## config.mk

```make
export PLATFORM = sky130hd
export DESIGN_NAME = lss_link_silence_timers
export DESIGN_NICKNAME = d
export VERILOG_FILES = /design/src/lss_silence_counter.v /design/src/lss_link_silence_timers.v
export VERILOG_INCLUDE_DIRS = /design/src
export SDC_FILE = /design/constraint.sdc
export NUM_CORES = 1
export LEC_CHECK = 0
export BUFFER_PORTS_ARGS = -buffer_cell sky130_fd_sc_hd__buf_4
export CORE_MARGIN = 3
export CORE_UTILIZATION = 39
export DETAILED_ROUTE_END_ITERATION = 16
export SETUP_SLACK_MARGIN = 0.05
export SLEW_MARGIN = 20
export SYNTH_ARGS = -nofsm -noshare
export SYNTH_HDL_FRONTEND = slang
export SYNTH_SLANG_ARGS = --single-unit
```

## constraint.sdc

```tcl
create_clock -name mclk -period 1.91 [get_ports mclk]
set_clock_uncertainty 0.1 [all_clocks]
set_input_delay 0.382 -clock mclk [delete_from_list [all_inputs] [get_ports mclk]]
set_output_delay 0.382 -clock mclk [all_outputs]
set_load 0.01 [all_outputs]
```

## src/lss_defs.vh

```
// Summary of operation
// - Each port has its own counter of time since its last master message.
// - Four counters: first, second, third serial port and the wireless port.
// - A message received from the master clears that port's counter to zero.
// - After clearing, the counter advances by one every second until the next message or until it reaches 32767.
// - Counter values are seconds, ranging from 0 to 32767.
// - Master requests are served with no user program loaded.
// - Output points stay off, even against master writes, unless in run state.
// - Requests arriving over TCP are served only while the TCP server is enabled.
// - A port set to ASCII protocol offers no advanced timing parameters.
`ifndef LSS_DEFS_VH
`define LSS_DEFS_VH

`define LSS_NUM_PORTS      4
`define LSS_CNT_W          16
`define LSS_CNT_MAX        16'h7FFF
`define LSS_TICK_PERIOD_S  1
`define LSS_MCLK_HZ        10000000
`define LSS_TICK_CYCLES    (`LSS_TICK_PERIOD_S * `LSS_MCLK_HZ)

`define LSS_ADDR_W         8
`define LSS_OFF_CNT0       8'h00
`define LSS_OFF_CNT1       8'h04
`define LSS_OFF_CNT2       8'h08
`define LSS_OFF_CNT3       8'h0C
`define LSS_OFF_CTRL       8'h10
`define LSS_OFF_THRESH     8'h14
`define LSS_OFF_OUTREQ     8'h18
`define LSS_OFF_STATUS     8'h1C
`define LSS_OFF_MASK       8'h20
`define LSS_OFF_STATE      8'h24

`define LSS_CTRL_TCPEN_BIT 0
`define LSS_CTRL_ASCII_LSB 4
`define LSS_THRESH_RESET   16'h003C
`define LSS_OUT_W          16

`define LSS_RESP_OKAY      2'h0
`define LSS_RESP_DECERR    2'h3

`endif

```

## src/lss_silence_counter.v

```verilog
`timescale 1ns/100ps
`default_nettype none
`include "lss_defs.vh"

module lss_silence_counter #(
  parameter             CNT_W   = `LSS_CNT_W,
  parameter [CNT_W-1:0] CNT_MAX = `LSS_CNT_MAX
) (
  input  wire             mclk,
  input  wire             reset,
  input  wire             clkEn,
  input  wire             msgSeen,
  input  wire             secTick,
  output reg  [CNT_W-1:0] count_ff
);

  reg [CNT_W-1:0] nxt_count;

  always @* begin
    nxt_count = count_ff;
    if (msgSeen) begin
      // A message in the tick cycle still restarts from zero
      nxt_count = {CNT_W{1'b0}};
    end else if (secTick && (count_ff < CNT_MAX)) begin
      nxt_count = count_ff + {{(CNT_W-1){1'b0}}, 1'b1};
    end
  end

  always @(posedge mclk) begin
    if (reset) begin
      count_ff <= {CNT_W{1'b0}};
    end else if (clkEn) begin
      count_ff <= nxt_count;
    end
  end

endmodule
`default_nettype wire

```

## src/lss_link_silence_timers.v

```verilog
`timescale 1ns/100ps
`default_nettype none
`include "lss_defs.vh"

module lss_link_silence_timers #(
  parameter NPORT       = `LSS_NUM_PORTS,
  parameter CNT_W       = `LSS_CNT_W,
  parameter TICK_CYCLES = `LSS_TICK_CYCLES,
  parameter PRE_W       = 24
) (
  input  wire                 mclk,
  input  wire                 reset,
  input  wire                 clkEn,
  input  wire [NPORT-1:0]     msgRx,
  input  wire                 msgIsTcp,
  input  wire                 runMode,
  output reg  [NPORT-1:0]     serveReq_ff,
  output reg  [`LSS_OUT_W-1:0] outPoints_ff,
  output reg  [NPORT-1:0]     advTimingAvail_ff,
  output wire                 irq,
  input  wire [`LSS_ADDR_W-1:0] s_axi_awaddr,
  input  wire                 s_axi_awvalid,
  output wire                 s_axi_awready,
  input  wire [31:0]          s_axi_wdata,
  input  wire [3:0]           s_axi_wstrb,
  input  wire                 s_axi_wvalid,
  output wire                 s_axi_wready,
  output reg  [1:0]           s_axi_bresp,
  output reg                  s_axi_bvalid,
  input  wire                 s_axi_bready,
  input  wire [`LSS_ADDR_W-1:0] s_axi_araddr,
  input  wire                 s_axi_arvalid,
  output wire                 s_axi_arready,
  output reg  [31:0]          s_axi_rdata,
  output reg  [1:0]           s_axi_rresp,
  output reg                  s_axi_rvalid,
  input  wire                 s_axi_rready
);

  localparam integer     TICK_LAST_I = TICK_CYCLES - 1;
  localparam [PRE_W-1:0] TICK_LAST   = TICK_LAST_I[PRE_W-1:0];

  // One-second time base
  reg  [PRE_W-1:0]        preCnt_ff;
  reg                     secTick_ff;
  // Software registers
  reg                     tcpServerEn_ff;
  reg  [NPORT-1:0]        asciiMode_ff;
  reg  [CNT_W-1:0]        thresh_ff;
  reg  [`LSS_OUT_W-1:0]   outReq_ff;
  reg  [2*NPORT-1:0]      status_ff;
  reg  [2*NPORT-1:0]      mask_ff;
  reg  [NPORT-1:0]        atThresh_ff;
  // Write channel holding
  reg                     awHeld_ff;
  reg  [`LSS_ADDR_W-1:0]  awAddr_ff;
  reg                     wHeld_ff;
  reg  [31:0]             wData_ff;
  reg  [3:0]              wStrb_ff;

  wire [NPORT-1:0]        accepted;
  wire [CNT_W*NPORT-1:0]  countFlat;
  wire [NPORT-1:0]        atThresh;
  wire [NPORT-1:0]        timeoutEvt;
  wire                    doWrite;
  wire                    wrCtrl;
  wire                    wrThresh;
  wire                    wrOutReq;
  wire                    wrStatus;
  wire                    wrMask;
  wire                    wrMapped;
  reg  [2*NPORT-1:0]      nxt_status;
  reg  [31:0]             rdWord;
  reg                     rdHit;

  always @(posedge mclk) begin
    if (reset) begin
      preCnt_ff  <= {PRE_W{1'b0}};
      secTick_ff <= 1'b0;
    end else if (clkEn) begin
      secTick_ff <= (preCnt_ff == TICK_LAST);
      if (preCnt_ff == TICK_LAST) begin
        preCnt_ff <= {PRE_W{1'b0}};
      end else begin
        preCnt_ff <= preCnt_ff + {{(PRE_W-1){1'b0}}, 1'b1};
      end
    end
  end

  genvar gi;
  generate
    for (gi = 0; gi < NPORT; gi = gi + 1) begin : gPort
      // Only the first port carries TCP traffic; a disabled server drops it
      if (gi == 0) begin : gTcp
        assign accepted[gi] = msgRx[gi] & (~msgIsTcp | tcpServerEn_ff);
      end else begin : gSer
        assign accepted[gi] = msgRx[gi];
      end

      lss_silence_counter #(
        .CNT_W   (CNT_W),
        .CNT_MAX (`LSS_CNT_MAX)
      ) uCnt (
        .mclk     (mclk),
        .reset    (reset),
        .clkEn    (clkEn),
        .msgSeen  (accepted[gi]),
        .secTick  (secTick_ff),
        .count_ff (countFlat[gi*CNT_W +: CNT_W])
      );

      assign atThresh[gi]   = (countFlat[gi*CNT_W +: CNT_W] == thresh_ff);
      assign timeoutEvt[gi] = atThresh[gi] & ~atThresh_ff[gi];
    end
  endgenerate

  // Serving a request needs a configured port only, never the run state
  always @(posedge mclk) begin
    if (reset) begin
      serveReq_ff       <= {NPORT{1'b0}};
      advTimingAvail_ff <= {NPORT{1'b0}};
      outPoints_ff      <= {`LSS_OUT_W{1'b0}};
      atThresh_ff       <= {NPORT{1'b1}};
    end else if (clkEn) begin
      serveReq_ff       <= accepted;
      advTimingAvail_ff <= ~asciiMode_ff;
      outPoints_ff      <= runMode ? outReq_ff : {`LSS_OUT_W{1'b0}};
      atThresh_ff       <= atThresh;
    end
  end

  // AXI4-Lite write: address and data taken in either order
  // Readies drop while frozen, else a handshake would be lost
  assign s_axi_awready = clkEn & ~awHeld_ff & ~s_axi_bvalid;
  assign s_axi_wready  = clkEn & ~wHeld_ff & ~s_axi_bvalid;
  assign doWrite       = awHeld_ff & wHeld_ff & ~s_axi_bvalid;

  assign wrCtrl   = doWrite & (awAddr_ff == `LSS_OFF_CTRL);
  assign wrThresh = doWrite & (awAddr_ff == `LSS_OFF_THRESH);
  assign wrOutReq = doWrite & (awAddr_ff == `LSS_OFF_OUTREQ);
  assign wrStatus = doWrite & (awAddr_ff == `LSS_OFF_STATUS);
  assign wrMask   = doWrite & (awAddr_ff == `LSS_OFF_MASK);
  assign wrMapped = wrCtrl | wrThresh | wrOutReq | wrStatus | wrMask |
                    (awAddr_ff == `LSS_OFF_CNT0) | (awAddr_ff == `LSS_OFF_CNT1) |
                    (awAddr_ff == `LSS_OFF_CNT2) | (awAddr_ff == `LSS_OFF_CNT3) |
                    (awAddr_ff == `LSS_OFF_STATE);

  always @(posedge mclk) begin
    if (reset) begin
      awHeld_ff    <= 1'b0;
      awAddr_ff    <= {`LSS_ADDR_W{1'b0}};
      wHeld_ff     <= 1'b0;
      wData_ff     <= 32'h00000000;
      wStrb_ff     <= 4'h0;
      s_axi_bvalid <= 1'b0;
      s_axi_bresp  <= `LSS_RESP_OKAY;
    end else if (clkEn) begin
      if (s_axi_awvalid && s_axi_awready) begin
        awHeld_ff <= 1'b1;
        awAddr_ff <= {s_axi_awaddr[`LSS_ADDR_W-1:2], 2'b00};
      end
      if (s_axi_wvalid && s_axi_wready) begin
        wHeld_ff <= 1'b1;
        wData_ff <= s_axi_wdata;
        wStrb_ff <= s_axi_wstrb;
      end
      if (doWrite) begin
        awHeld_ff    <= 1'b0;
        wHeld_ff     <= 1'b0;
        s_axi_bvalid <= 1'b1;
        s_axi_bresp  <= wrMapped ? `LSS_RESP_OKAY : `LSS_RESP_DECERR;
      end else if (s_axi_bvalid && s_axi_bready) begin
        s_axi_bvalid <= 1'b0;
      end
    end
  end

  always @(posedge mclk) begin
    if (reset) begin
      tcpServerEn_ff <= 1'b0;
      asciiMode_ff   <= {NPORT{1'b0}};
      thresh_ff      <= `LSS_THRESH_RESET;
      outReq_ff      <= {`LSS_OUT_W{1'b0}};
      mask_ff        <= {2*NPORT{1'b0}};
    end else if (clkEn) begin
      if (wrCtrl && wStrb_ff[0]) begin
        tcpServerEn_ff <= wData_ff[`LSS_CTRL_TCPEN_BIT];
        asciiMode_ff   <= wData_ff[`LSS_CTRL_ASCII_LSB +: NPORT];
      end
      if (wrThresh) begin
        if (wStrb_ff[0]) thresh_ff[7:0] <= wData_ff[7:0];
        if (wStrb_ff[1]) thresh_ff[CNT_W-1:8] <= wData_ff[CNT_W-1:8];
      end
      if (wrOutReq) begin
        if (wStrb_ff[0]) outReq_ff[7:0] <= wData_ff[7:0];
        if (wStrb_ff[1]) outReq_ff[`LSS_OUT_W-1:8] <= wData_ff[`LSS_OUT_W-1:8];
      end
      if (wrMask && wStrb_ff[0]) begin
        mask_ff <= wData_ff[2*NPORT-1:0];
      end
    end
  end

  // Sticky events: low half timeout reached, high half message accepted.
  // A new event in the clearing cycle survives the write-one-to-clear.
  always @* begin
    nxt_status = status_ff;
    if (wrStatus && wStrb_ff[0]) begin
      nxt_status = nxt_status & ~wData_ff[2*NPORT-1:0];
    end
    nxt_status = nxt_status | {accepted, timeoutEvt};
  end

  always @(posedge mclk) begin
    if (reset) begin
      status_ff <= {2*NPORT{1'b0}};
    end else if (clkEn) begin
      status_ff <= nxt_status;
    end
  end

  assign irq = |(status_ff & mask_ff);

  // AXI4-Lite read: one outstanding, answered the edge after acceptance
  assign s_axi_arready = clkEn & ~s_axi_rvalid;

  always @* begin
    rdWord = 32'h00000000;
    rdHit  = 1'b1;
    case ({s_axi_araddr[`LSS_ADDR_W-1:2], 2'b00})
      `LSS_OFF_CNT0: begin
        rdWord[CNT_W-1:0] = countFlat[0*CNT_W +: CNT_W];
      end
      `LSS_OFF_CNT1: begin
        rdWord[CNT_W-1:0] = countFlat[1*CNT_W +: CNT_W];
      end
      `LSS_OFF_CNT2: begin
        rdWord[CNT_W-1:0] = countFlat[2*CNT_W +: CNT_W];
      end
      `LSS_OFF_CNT3: begin
        rdWord[CNT_W-1:0] = countFlat[3*CNT_W +: CNT_W];
      end
      `LSS_OFF_CTRL: begin
        rdWord[`LSS_CTRL_TCPEN_BIT]          = tcpServerEn_ff;
        rdWord[`LSS_CTRL_ASCII_LSB +: NPORT] = asciiMode_ff;
      end
      `LSS_OFF_THRESH: begin
        rdWord[CNT_W-1:0] = thresh_ff;
      end
      `LSS_OFF_OUTREQ: begin
        rdWord[`LSS_OUT_W-1:0] = outReq_ff;
      end
      `LSS_OFF_STATUS: begin
        rdWord[2*NPORT-1:0] = status_ff;
      end
      `LSS_OFF_MASK: begin
        rdWord[2*NPORT-1:0] = mask_ff;
      end
      `LSS_OFF_STATE: begin
        rdWord[0]                 = runMode;
        rdWord[`LSS_OUT_W:1]      = outPoints_ff;
      end
      default: begin
        rdHit = 1'b0;
      end
    endcase
  end

  always @(posedge mclk) begin
    if (reset) begin
      s_axi_rvalid <= 1'b0;
      s_axi_rdata  <= 32'h00000000;
      s_axi_rresp  <= `LSS_RESP_OKAY;
    end else if (clkEn) begin
      if (s_axi_arvalid && s_axi_arready) begin
        s_axi_rvalid <= 1'b1;
        s_axi_rdata  <= rdWord;
        s_axi_rresp  <= rdHit ? `LSS_RESP_OKAY : `LSS_RESP_DECERR;
      end else if (s_axi_rvalid && s_axi_rready) begin
        s_axi_rvalid <= 1'b0;
      end
    end
  end

endmodule
`default_nettype wire

```

# ---- Yosys cells after proc, flatten, opt, wreduce, memory -nomap -nowiden
# Cells that the tools add are included.
dict set report op_classes {
  addsub 5
  magnitude_cmp 4
  eq_ne 23
  n_mux 27
  n_bitwise 41
  reduce_logical 42
}
# operator n
set op_table {}
lappend op_table {{$mux W16} 9}
lappend op_table {{$add A16 B1 Y16 const B} 4}
lappend op_table {{$eq A16 B16 Y1} 4}
lappend op_table {{$lt A16 B15 Y1 const B} 4}
lappend op_table {{$pmux W8 S7} 1}
lappend op_table {{$eq A6 B3 Y1 const B} 8}
lappend op_table {{$pmux W4 S10} 1}
lappend op_table {{$reduce_and A2 Y1} 14}
lappend op_table {{$pmux W3 S9} 1}
lappend op_table {{$add A24 B1 Y24 const B} 1}
lappend op_table {{$eq A24 B24 Y1 const B} 1}
lappend op_table {{$eq A6 B2 Y1 const B} 4}
lappend op_table {{$eq A6 B4 Y1 const B} 4}
lappend op_table {{$mux W24} 1}
lappend op_table {{$and A1 B1 Y1} 17}
lappend op_table {{$and A8 B8 Y8} 2}
lappend op_table {{$reduce_bool A2 Y1} 8}
lappend op_table {{$eq A6 B1 Y1 const B} 2}
lappend op_table {{$logic_and A1 B1 Y1} 12}
lappend op_table {{$reduce_and A3 Y1} 4}
lappend op_table {{$mux W1} 10}
lappend op_table {{$or A1 B1 Y1} 10}
lappend op_table {{$pmux W1 S10} 1}
lappend op_table {{$reduce_or A10 Y1} 1}
lappend op_table {{9 further kinds} 18}
dict set report word_totals {
  regBits 219
  input_bits 66
  out_inout_bits 66
  elab_cells 170
}

# ---- Depth between registers and ports, before layout
# Gate-level depths: netlist of the first run.
dict set report depth {
  depth_word 13
  mapped_depth 8
  depth_no_buf 5
}

# ---- By module
# From an unflattened synthesis of the first run, not the netlist that was laid out.
dict set report hier_totals {
  cells_unflattened 1328
  area_unflattened_um2 11619.9
}
# module instances cells_each area_per_inst_um2 seq_area_each_um2
set modules_own_cells {}
lappend modules_own_cells {lss_link_silence_timers 1 892 7871.3 3062.9}
lappend modules_own_cells {lss_silence_counter 4 109 937.1 320.3}

# ---- Worst setup path before layout of the first run
# No wires, ideal clock.
dict set report synth_path {
  kind {input -> register}
  startpoint {input port clkEn}
  endpoint {register wData_ff[10]}
  setup_time_ns 0.070
  arrival_ns 1.836
  required_ns 1.740
  slack_ns -0.097
  stages 8
  path_buffers 4
  cell_sequence {buf_2 -> buf_2 -> nor3b_1 -> and2_1 -> buf_2 -> buf_2 -> nand2_1 -> a21oi_1}
}
dict set report synth_via {
  elab_chain_len 4
}
# item line_no
set synth_lines {}
lappend synth_lines {{start, declared} lss_link_silence_timers.v:13} ;# input wire clkEn,
lappend synth_lines {{$and A1 B1 Y1 (2 in a row)} lss_link_silence_timers.v:135} ;# assign s_axi_wready = clkEn & ~wHeld_ff & ~s_axi_bvalid;
lappend synth_lines {{named net s_axi_wready} lss_link_silence_timers.v:27} ;# output wire s_axi_wready,
lappend synth_lines {{$logic_and A1 B1 Y1} lss_link_silence_timers.v:162} ;# if (s_axi_wvalid && s_axi_wready) begin
lappend synth_lines {{$reduce_and A2 Y1 (no line)} --}
lappend synth_lines {{end signal, assigned} lss_link_silence_timers.v:164} ;# wData_ff <= s_axi_wdata;
lappend synth_lines {{end, declared} lss_link_silence_timers.v:58} ;# reg [31:0] wData_ff;
# The timed path passes the listed nets, and every way through them passes these cells.
# A chain may end at the register's enable or synchronous reset.

# ---- Worst setup path in the final report of the first run
dict set report layout_path {
  startpoint {register awAddr_ff[7]}
  endpoint {register status_ff[2]}
}
dict set report layout_via {
  elab_chain_len 5
}
# item line_no
set layout_lines {}
lappend layout_lines {{start, declared} lss_link_silence_timers.v:56} ;# reg [`LSS_ADDR_W-1:0] awAddr_ff;
lappend layout_lines {{start signal, assigned} lss_link_silence_timers.v:151} ;# awAddr_ff <= {`LSS_ADDR_W{1'b0}};
lappend layout_lines {{start signal, assigned} lss_link_silence_timers.v:160} ;# awAddr_ff <= {s_axi_awaddr[`LSS_ADDR_W-1:2], 2'b00};
lappend layout_lines {{$eq A6 B3 Y1 (no line)} --}
lappend layout_lines {{$and A1 B1 Y1} lss_link_silence_timers.v:141} ;# assign wrStatus = doWrite & (awAddr_ff == `LSS_OFF_STATUS);
lappend layout_lines {{$logic_and A1 B1 Y1} lss_link_silence_timers.v:208} ;# if (wrStatus && wStrb_ff[0]) begin
lappend layout_lines {{$mux W8} lss_link_silence_timers.v:208}
lappend layout_lines {{$or A8 B8 Y8} lss_link_silence_timers.v:211} ;# nxt_status = nxt_status | {accepted, timeoutEvt};
lappend layout_lines {{end signal, assigned} lss_link_silence_timers.v:216} ;# status_ff <= {2*NPORT{1'b0}};
lappend layout_lines {{end signal, assigned} lss_link_silence_timers.v:218} ;# status_ff <= nxt_status;
lappend layout_lines {{end, declared} lss_link_silence_timers.v:51} ;# reg [2*NPORT-1:0] status_ff;
# No other way between the ends.

==> metrics.csv, run 1 <==
metric;value;unit
outcome;finished, violations left;
Detail Route Antenna Nets;0;
grt ovf;0;
largest net degree at the start of global routing;35;
chip height;179;um
final setup margin;-0.0760;ns
maxcap violations;0;
worst r2r path cells;4;
H-tree Lvls;1;
Starting Density;40.0;%
RSZ-0062 raised after global routing;yes;
Final period util;104;%
worst slew pin tran;0.633;ns
synth unique cells;81;
FFs w/ async S/R, synth;0;%
Crit Path Class;reg -> reg;
Fillers;2746;
drt pass-1 iters;8;
drt total wl;40.0;mm
post-DP HPWL;29.9;mm
Reg-to-Reg End;status_ff[2];
met3 wire len;2.96;mm
met2 routed WL;17.6;mm
Critical path buffers and inverters;0;
vias;11500;
multi-input logic area;6800;um^2
Die Wd;179;um
Metal-1 WL;18.2;mm
first-pass GRT wire length;60.6;mm
Max Slew Vio Count;0;
Yosys warning total;0;
worst r2r src;awAddr_ff[7];
DP Worst Slack;-0.211;ns
nets;1698;
post-layout min period;1.99;ns
initial antenna violation count;0;
leading cell type in the layout, fill and taps excluded;buf_4;
slowest CP cell;or4_4;
Hold EP;wData_ff[2];
dominant synthesized flop cell;dfxtp_1;
vias in the first global route;10700;
DRC Markers;0;
post-synthesis sequential area ratio;37.4;%
layout cell share with drive strength beyond 1;25.3;%
crit path capture type;flip-flop;
Final GP Congestion;1.00;
core footprint;29000;um^2
register area;4380;um^2
Worst-path clk slew;0.06;ns
HP Start;s_axi_wdata[2];
slew margin rel.;56.7;%
CTS Sinks;217;
Critical Path RT;2.23;ns
post-synthesis cell count;1419;
Leak Pwr;5.80;nW
overall global routing resource usage;24.2;%
Worst VDD drop;0.557;mV
EDFF count, synth;0;
cts bufs inserted;25;
Max Root-Sink Buffers;3;
WHS;0.0206;ns
# IOs;132;
vias per cell;5.67;
DR WL/cell;19.7;um
cell area power density;687;nW/um^2
startpoint types;flip-flop;
Fin. Hold Viols;0;
FF+latch count, synth;217;
largest stage delay on the critical path;0.58;ns
Mean Syn Cell Area;8.19;um^2
WP data arrival;2.30;ns
most frequent cells in the layout;buf_4, dfxtp_1, nand2_1;
highest metal used;met4;
Rows;62;
failing checks;negative setup slack;
CP Cell Sequence;or4b_4, or4_4, o211ai_1, o41ai_1;
reg-to-reg setup timing slack;-0.08;ns
Cells on Worst Hold Path;3;
clk root buf;clkbuf_16;
area delta synth->final;30.2;%
HP Class;in -> reg;
crit-path max FO;8;
PortBufs;94;
number of diodes;0;
Finish-stage setup viols;15;
Starting DRT DRC Count;1159;
Max Fclk;504;MHz
Post-Syn Area;11600;um^2
Top Family by Delay on Critical Path;simple AND/OR/NAND/NOR gates;
clk_lat worst skew;0.54;ns
die area;31900;um^2
CTS tree;built;
state kept, by name, indices dropped and copies added (netlist names), 6 cells and up:
name	count
wData_ff	16
s_axi_rdata	17
outReq_ff	16
mask_ff	8
preCnt_ff	24
thresh_ff	16
gPort.uCnt.count_ff	64
outPoints_ff	16
status_ff	8
awAddr_ff	6
stage by stage:
step / total power, mW / TNS, ns / instances / util [%] / cell area (um^2)
after floorplan: 5.13 / -0.318 / 1433 / - / 11800
after global placement: 5.47 / -6.35 / 1957 / 47.6 / 13800
after detailed placement: 5.48 / -8.47 / 1957 / 47.6 / 13800
after CTS: 10.4 / -0.493 / 2025 / 51.4 / 14900
after global routing: 10.7 / -1.81 / 2030 / 52.1 / 15100
final: 10.4 / -0.560 / 2030 / 52.1 / 15100
how the worst max path moves through the flow:
stage               startpoint             end  slack [ns]  depth (start not counted)
2_1_floorplan     awAddr_ff[7]    status_ff[3]       -0.03                          5
3_3_place_gp   s_axi_araddr[3]  s_axi_rdata[1]       -0.17                          5
3_5_place_dp   s_axi_araddr[3]  s_axi_rdata[3]       -0.21                          5
4_1_cts           awAddr_ff[7]    status_ff[2]       -0.06                          4
5_1_grt           awAddr_ff[2]    outReq_ff[6]       -0.12                          5
6_report          awAddr_ff[7]    status_ff[2]       -0.08                          4
cell type report:
type                       instances  share of cell area (%)
sequential                       217                    29.0
clock buffer                      37                    5.10
multi-input combinational       1043                    45.0
clock inverter                     9                   0.596
timing repair buffer             297                    16.1
inverter                          43                    1.08
tap                              384                    3.18
repair_timing:
| item | CTS | global route |
|---|---|---|
| setup endpoints to repair | 42 | 105 |
| hold buffers | 21 | 0 |
| pin swaps | 4 | 24 |
| resized for setup | 10 | 55 |
| gates cloned | 0 | 0 |
| buffers inserted | 1 | 5 |
| hold endpoints to repair | 21 | 0 |
cell usage after synthesis, types with 8 or more instances:
cell | instances | area (um^2)
inv_1 | 42 | 158
nor4_1 | 26 | 163
xnor2_1 | 15 | 131
nand3b_1 | 8 | 60.1
nand2_1 | 140 | 526
and4_1 | 13 | 114
a221oi_1 | 13 | 114
a21boi_0 | 8 | 60.1
nor2_2 | 10 | 62.6
buf_1 | 13 | 48.8
clkbuf_1 | 81 | 304
buf_2 | 19 | 95.1
xor2_1 | 65 | 569
a21oi_1 | 118 | 591
o31ai_1 | 22 | 165
o211ai_1 | 16 | 120
dfxtp_1 | 217 | 4340
a22oi_1 | 10 | 75.1
nor2_1 | 86 | 323
or3_1 | 22 | 138
and3_1 | 13 | 81.3
or4_1 | 28 | 210
nand3_1 | 81 | 405
nand4_1 | 27 | 169
buf_4 | 17 | 128
mux2i_1 | 72 | 721
o21ai_0 | 43 | 215
nor3_1 | 52 | 260
nand2b_1 | 13 | 81.3
cell families after synthesis:
logic type / count (synthesis) / synth area share [%]
simple gates: 560 / 25.9
fa+ha+maj: 5 / 0.539
buf+inv: 173 / 6.34
xor+xnor: 80 / 6.03
flops: 217 / 37.4
other cells: 1 / 0.0323
mux: 77 / 6.69
compound gates: 306 / 17.1
worst reg2reg max path, delay by kind of cell, from the launching register on:
family / cells / cell delay [ns]
AOI/OAI and AO/OA: 2 / 0.32
DFF: 1 / 0.33
and+or+nand+nor: 2 / 1.13
power by group:
part	total (mW)	internal (mW)	switching, mW
clock	4.95	2.94	2.01
sequential	4.64	4.58	0.0573
combinational	0.792	0.345	0.446
routing by layer:
| metal | up-vias | GRT usage, % |
|---|---|---|
| li1 | 5554 | - |
| met1 | 5455 | 34.9 |
| met2 | 419 | 37.2 |
| met3 | 83 | 4.09 |
| met4 | 0 | 6.53 |
| met5 | - | 0 |
(Power assumes the default switching activity.)
==> run 2, diff against run 1 <==
--- a/config.mk
+++ b/config.mk
@@ -8,10 +8,12 @@
 export LEC_CHECK = 0
 export BUFFER_PORTS_ARGS = -buffer_cell sky130_fd_sc_hd__buf_4
 export CORE_MARGIN = 3
-export CORE_UTILIZATION = 39
+export CORE_UTILIZATION = 53
 export DETAILED_ROUTE_END_ITERATION = 16
+export PLACE_DENSITY = 0.76
 export SETUP_SLACK_MARGIN = 0.05
 export SLEW_MARGIN = 20
 export SYNTH_ARGS = -nofsm -noshare
 export SYNTH_HDL_FRONTEND = slang
+export SYNTH_HIERARCHICAL = 1
 export SYNTH_SLANG_ARGS = --single-unit
==> metrics.csv, run 2 <==
metric;value;unit
slew margin rel.;63.2;%
Max Root-Sink Buffers;3;
vias in the first global route;11000;
HP Class;in -> reg;
post-layout util;68.2;%
crit path capture type;primary output;
dominant synthesized flop cell;dfxtp_1;
most frequent cells after synthesis;dfxtp_1, nand2_1, nor2_1;
initial antenna violation count;1;
Leak Pwr;5.45;nW
largest register by flop count;gPort.uCnt/count_ff;
biggest regs;gPort.uCnt/count_ff x64, preCnt_ff x24, s_axi_rdata x17;
leading cell type in the layout, fill and taps excluded;buf_4;
Final period util;98.6;%
Top Family by Delay on Critical Path;flip-flops;
RSZ-0062 raised after global routing;yes;
Die Wd;154;um
Critical Path RT;1.43;ns
Final GP Congestion;0.997;
Critical path buffers and inverters;1;
post-synthesis sequential area ratio;37.4;%
CP Cell Sequence;a22oi_1, nand4_1, buf_4;
TNS Setup;0;ns
Starting DRT DRC Count;1205;
overall global routing resource usage;30.5;%
top-area cell type share of the netlist area;37.4;%
largest net degree at the start of global routing;57;
layout cell share with drive strength beyond 1;28.9;%
vias per cell;6.24;
chip height;154;um
core footprint;21300;um^2
startpoint types;flip-flop;
slowest CP cell;dfxtp_1;
Starting Density;54.6;%
max FFs per register;64;
EDFF count, synth;0;
Synth area leaders;dfxtp_1, nand2_1, mux2i_1;
Fin. Hold Viols;0;
Post-Syn Area;11600;um^2
crit-path max FO;3;
most frequent cells in the layout;buf_4, dfxtp_1, nand2_1;
Yosys warning total;6;
post-layout min period;1.88;ns
synth unique cells;80;
Final Cell Area;14500;um^2
worst slew pin tran;0.552;ns
grt ovf;0;
WHS;0.0150;ns
PortBufs;94;
CTS tree;built;
clk_lat worst skew;0.52;ns
DP Area;13500;um^2
worst r2r src;preCnt_ff[18];
post-DP HPWL;27.1;mm
post-synthesis cell count;1328;
cts bufs inserted;24;
Max Slew Vio Count;0;
Detail Route Antenna Nets;0;
number of diodes;0;
drt pass-1 iters;9;
Worst-path clk slew;0.06;ns
CTS Sinks;217;
cell area power density;698;nW/um^2
nets;1601;
Rows;53;
dpl cells;1772;
vias;11400;
clk root buf;clkbuf_16;
Mean Syn Cell Area;8.75;um^2
first-pass GRT wire length;59.3;mm
Critical path origin;status_ff[6];
# IOs;132;
Crit Path Class;reg -> out;
cell taking the most area after synthesis;dfxtp_1;
DRC Markers;0;
Max Fclk;531;MHz
maxcap violations;0;
HP Start;s_axi_wdata[5];
die area;23700;um^2
WP data arrival;1.40;ns
DR WL/cell;20.6;um
drt total wl;37.4;mm
FFs w/ async S/R, synth;0;%
Finish-stage setup viols;0;
largest stage delay on the critical path;0.38;ns
Worst VDD drop;0.756;mV
FF+latch count, synth;217;
Finished Layout Cells;1820;
H-tree Lvls;1;
outcome;finished, final reports clean;
most instantiated library cell after synthesis;dfxtp_1;
area delta synth->final;24.9;%
-- run 2: cell types whose count changed after synthesis, sizes merged, moves of 26 or more --
cell | before | now
clkbuf | 81 | 45
xnor2 | 15 | 62
nand4 | 29 | 55
nor2 | 96 | 141
xor2 | 65 | 21
nand3 | 81 | 51
nor4 | 31 | 5
or4 | 28 | 1
-- run 2: worst paths after layout --
| kind | to | slack, ns | depth (start not counted) |
|---|---|---|---|
| setup / recovery | irq | 0.03 | 3 |
| hold / removal | wData_ff[5] | 0.02 | 3 |
| setup reg to reg | preCnt_ff[22] | 0.03 | 6 |
| hold reg to reg | s_axi_rdata[16] | 0.36 | 2 |
-- run 2: metal layers --
metal	GRT usage, %	up-vias	part of all wire, %
met5	0	-	0.019
met4	9.17	2	3.9
met3	5.57	114	11
met2	49.3	621	45
met1	41.6	5442	40
li1	-	5184	-
-- run 2: repair_timing --
item,CTS,global route
endpoints found under the setup margin,33,72
hold buffers,1,0
endpoints found under the hold margin,1,0
cloned,1,1
pin swaps,3,10
setup buffers,0,4
resized for setup,9,46
-- run 2: final cells by class --
| class | instances | area [um^2] |
|---|---|---|
| Multi-Input combinational cell | 1000 | 6860 |
| Fill cell | 1683 | 6780 |
| Clock inverter | 9 | 101 |
| Timing Repair Buffer | 258 | 2030 |
| Clock buffer | 32 | 702 |
| Sequential cell | 217 | 4360 |
| Inverter | 29 | 109 |
| Tap cell | 275 | 344 |
-- run 2: worst min-delay path, delay by kind of cell --
kind                   cells  cell delay (ns)
buffers and inverters      1             0.11
AOI/OAI and AO/OA          1             0.05
and+or+nand+nor            1             0.04
-- run 2: per-stage QoR --
step / power, mW / worst slack (ns)
6_report: 10.1 / 0.0276
5_1_grt: 10.4 / -0.0553
4_1_cts: 10.1 / 0.0237
3_5_place_dp: 5.49 / -0.156
3_3_place_gp: 5.47 / -0.114
2_1_floorplan: 5.16 / 0.0209
-- run 2: cell families (layout without fill, tap and decap cells) --
logic type | Yosys count | after routing | share of synthesized area (%)
AO/OA/AOI/OAI | 281 | 282 | 16.0
XOR/XNOR | 83 | 83 | 6.26
adder cells (fa/ha/maj) | 5 | 5 | 0.538
buffers and inverters | 126 | 328 | 5.34
flip-flops | 217 | 217 | 37.4
multiplexers | 79 | 79 | 8.68
other | 1 | 15 | 0.0323
AND/OR/NAND/NOR | 536 | 536 | 25.8
-- run 2: report_power, final --
part / switching, mW / internal, mW / total [mW] / leakage, nW
Combinational: 0.447 / 0.339 / 0.786 / 3.28
Sequential: 0.0675 / 4.59 / 4.66 / 1.76
Clock: 1.85 / 2.83 / 4.68 / 0.398
==> run 3, diff against run 2 <==
--- a/config.mk
+++ b/config.mk
@@ -7,6 +7,7 @@
 export NUM_CORES = 1
 export LEC_CHECK = 0
 export BUFFER_PORTS_ARGS = -buffer_cell sky130_fd_sc_hd__buf_4
+export CORE_ASPECT_RATIO = 1.1
 export CORE_MARGIN = 3
 export CORE_UTILIZATION = 53
 export DETAILED_ROUTE_END_ITERATION = 16
==> constraint.sdc (replaced) <==
create_clock -name mclk -period 1.91 [get_ports mclk]
set_clock_uncertainty 0.1 [all_clocks]
set_input_delay 0.4775 -clock mclk [delete_from_list [all_inputs] [get_ports mclk]]
set_output_delay 0.4775 -clock mclk [all_outputs]
set_load 0.01 [all_outputs]
==> metrics.csv, run 3 (synthesis results as in run 2) <==
metric;value;unit
Worst-path clk slew;0.07;ns
reg-to-reg setup timing slack;0.03;ns
largest net degree at the start of global routing;72;
met1 Resource Use GR;39.0;%
outcome;finished, final reports clean;
Max Slew Vio Count;0;
crit path capture type;primary output;
post-DP HPWL;25.9;mm
layout cell share with drive strength beyond 1;29.6;%
PortBufs;94;
DP Area;13500;um^2
HP Start;s_axi_wdata[3];
CTS Sinks;217;
overall global routing resource usage;28.9;%
worst r2r path cells;6;
cell area power density;706;nW/um^2
slew margin rel.;66.7;%
HP Class;in -> reg;
drt pass-1 iters;6;
post-layout min period;1.91;ns
CTS tree;built;
area delta synth->final;26.0;%
H-tree Lvls;1;
Leak Pwr;5.44;nW
GRT busiest layer;met2;
Finish-stage setup viols;0;
# hold bufs at CTS;0;
first-pass GRT wire length;56.2;mm
Worst VDD drop;0.574;mV
met3 Track Usage GR;4.69;%
initial antenna violation count;0;
Max Root-Sink Buffers;3;
Final GP Congestion;0.986;
vias in the first global route;10500;
clk root buf;clkbuf_16;
Final period util;100;%
startpoint types;flip-flop;
Fin. Hold Viols;0;
drt total wl;35.7;mm
nets;1583;
grt ovf;0;
Starting Density;54.2;%
number of diodes;0;
chip height;161;um
Detail Route Antenna Nets;0;
Max Fclk;524;MHz
leading cell type in the layout, fill and taps excluded;buf_4;
Hold EP;wData_ff[3];
maxcap violations;0;
GR Layer Usage met2;47.0;%
Cells on Worst Hold Path;3;
Final Cell Area;14600;um^2
biggest regs;gPort.uCnt/count_ff x64, preCnt_ff x24, s_axi_rdata x17;
crit-path max FO;3;
# IOs;132;
Starting DRT DRC Count;1102;
clk_lat worst skew;0.53;ns
die area;23700;um^2
Reg-to-Reg End;preCnt_ff[17];
PnR Total Power;10.3;mW
WP data arrival;1.33;ns
Crit Path Class;reg -> out;
core footprint;21400;um^2
RSZ-0062 raised after global routing;yes;
largest register by flop count;gPort.uCnt/count_ff;
max FFs per register;64;
DR WL/cell;19.6;um
cts bufs inserted;24;
vias;11000;
Rows;56;
Critical Path RT;1.33;ns
Die Wd;147;um
worst slew pin tran;0.498;ns
worst r2r src;preCnt_ff[16];
vias per cell;6.07;
most frequent cells in the layout;buf_4, dfxtp_1, nand2_1;
DRC Markers;0;
run 3: cell count changes in the layout (fill, tap and decap cells not counted), moves of 3 or more:
| cell | previous run | this run |
|---|---|---|
| buf_12 | 5 | 15 |
| buf_4 | 244 | 221 |
| buf_6 | 8 | 2 |
| clkbuf_1 | 2 | 5 |
| clkinv_2 | 5 | 2 |
| dfxtp_1 | 201 | 186 |
| dfxtp_2 | 16 | 29 |
| nand2_2 | 7 | 4 |
| nor2_2 | 13 | 9 |
| nor2b_1 | 12 | 8 |
| nor2b_2 | 1 | 5 |
run 3: area by class of cell:
| class | instances | area, um^2 |
|---|---|---|
| clock inverter | 8 | 148 |
| timing repair buffer | 240 | 2020 |
| fill | 1668 | 6800 |
| inverter | 29 | 109 |
| sequential | 217 | 4390 |
| tap | 290 | 363 |
| multi-input combinational | 1000 | 6910 |
| clock buffer | 35 | 702 |
run 3: through the flow:
step	std cells	hold slack [ns]	TNS, ns	util [%]	worst slack (ns)
after CTS	1815	0.0718	-0.0296	67.4	-0.0296
after global placement	1766	0.342	-4.68	62.9	-0.141
final	1819	0.0846	0	68.3	0.000364
after detailed placement	1766	0.344	-6.65	62.9	-0.149
after floorplan	1342	0.332	0	-	0.0209
after global routing	1819	0.0979	-0.463	68.3	-0.0505
run 3: worst max-delay path, stage by stage (launching register included):
cell	delay, ns
dfxtp_1	0.34
a22oi_2	0.16
nand4_1	0.13
buf_4	0.16
run 3: what timing repair did:
| item | 4_1_cts | 5_1_grt |
|---|---|---|
| gates cloned | 1 | 1 |
| buffers inserted | 6 | 3 |
| resized for setup | 22 | 53 |
| pin swaps | 10 | 12 |
| setup endpoints to repair | 24 | 100 |
run 3: worst max path at each step:
| stage | startpoint | to | slack, ns | cells past startpoint |
|---|---|---|---|---|
| global placement | s_axi_araddr[2] | s_axi_rdata[13] | -0.14 | 5 |
| detailed placement | s_axi_araddr[2] | s_axi_rdata[13] | -0.15 | 5 |
| global route | status_ff[4] | irq | -0.05 | 3 |
| CTS | status_ff[2] | irq | -0.03 | 3 |
| finish | mask_ff[0] | irq | 0.0004 | 3 |
| floorplan | preCnt_ff[18] | preCnt_ff[7] | 0.02 | 7 |
run 3: per-layer routing:
layer  routed length, um  vias up
met3                3020      103
met4                1290        0
li1                    -     5148
met1               14700     5252
met5                   0        -
met2               16600      533
run 3: power by group:
part	internal (mW)	switching (mW)	total [mW]
Combinational	0.360	0.440	0.800
Sequential	4.59	0.0735	4.66
Clock	2.97	1.90	4.87
Total	7.92	2.41	10.3
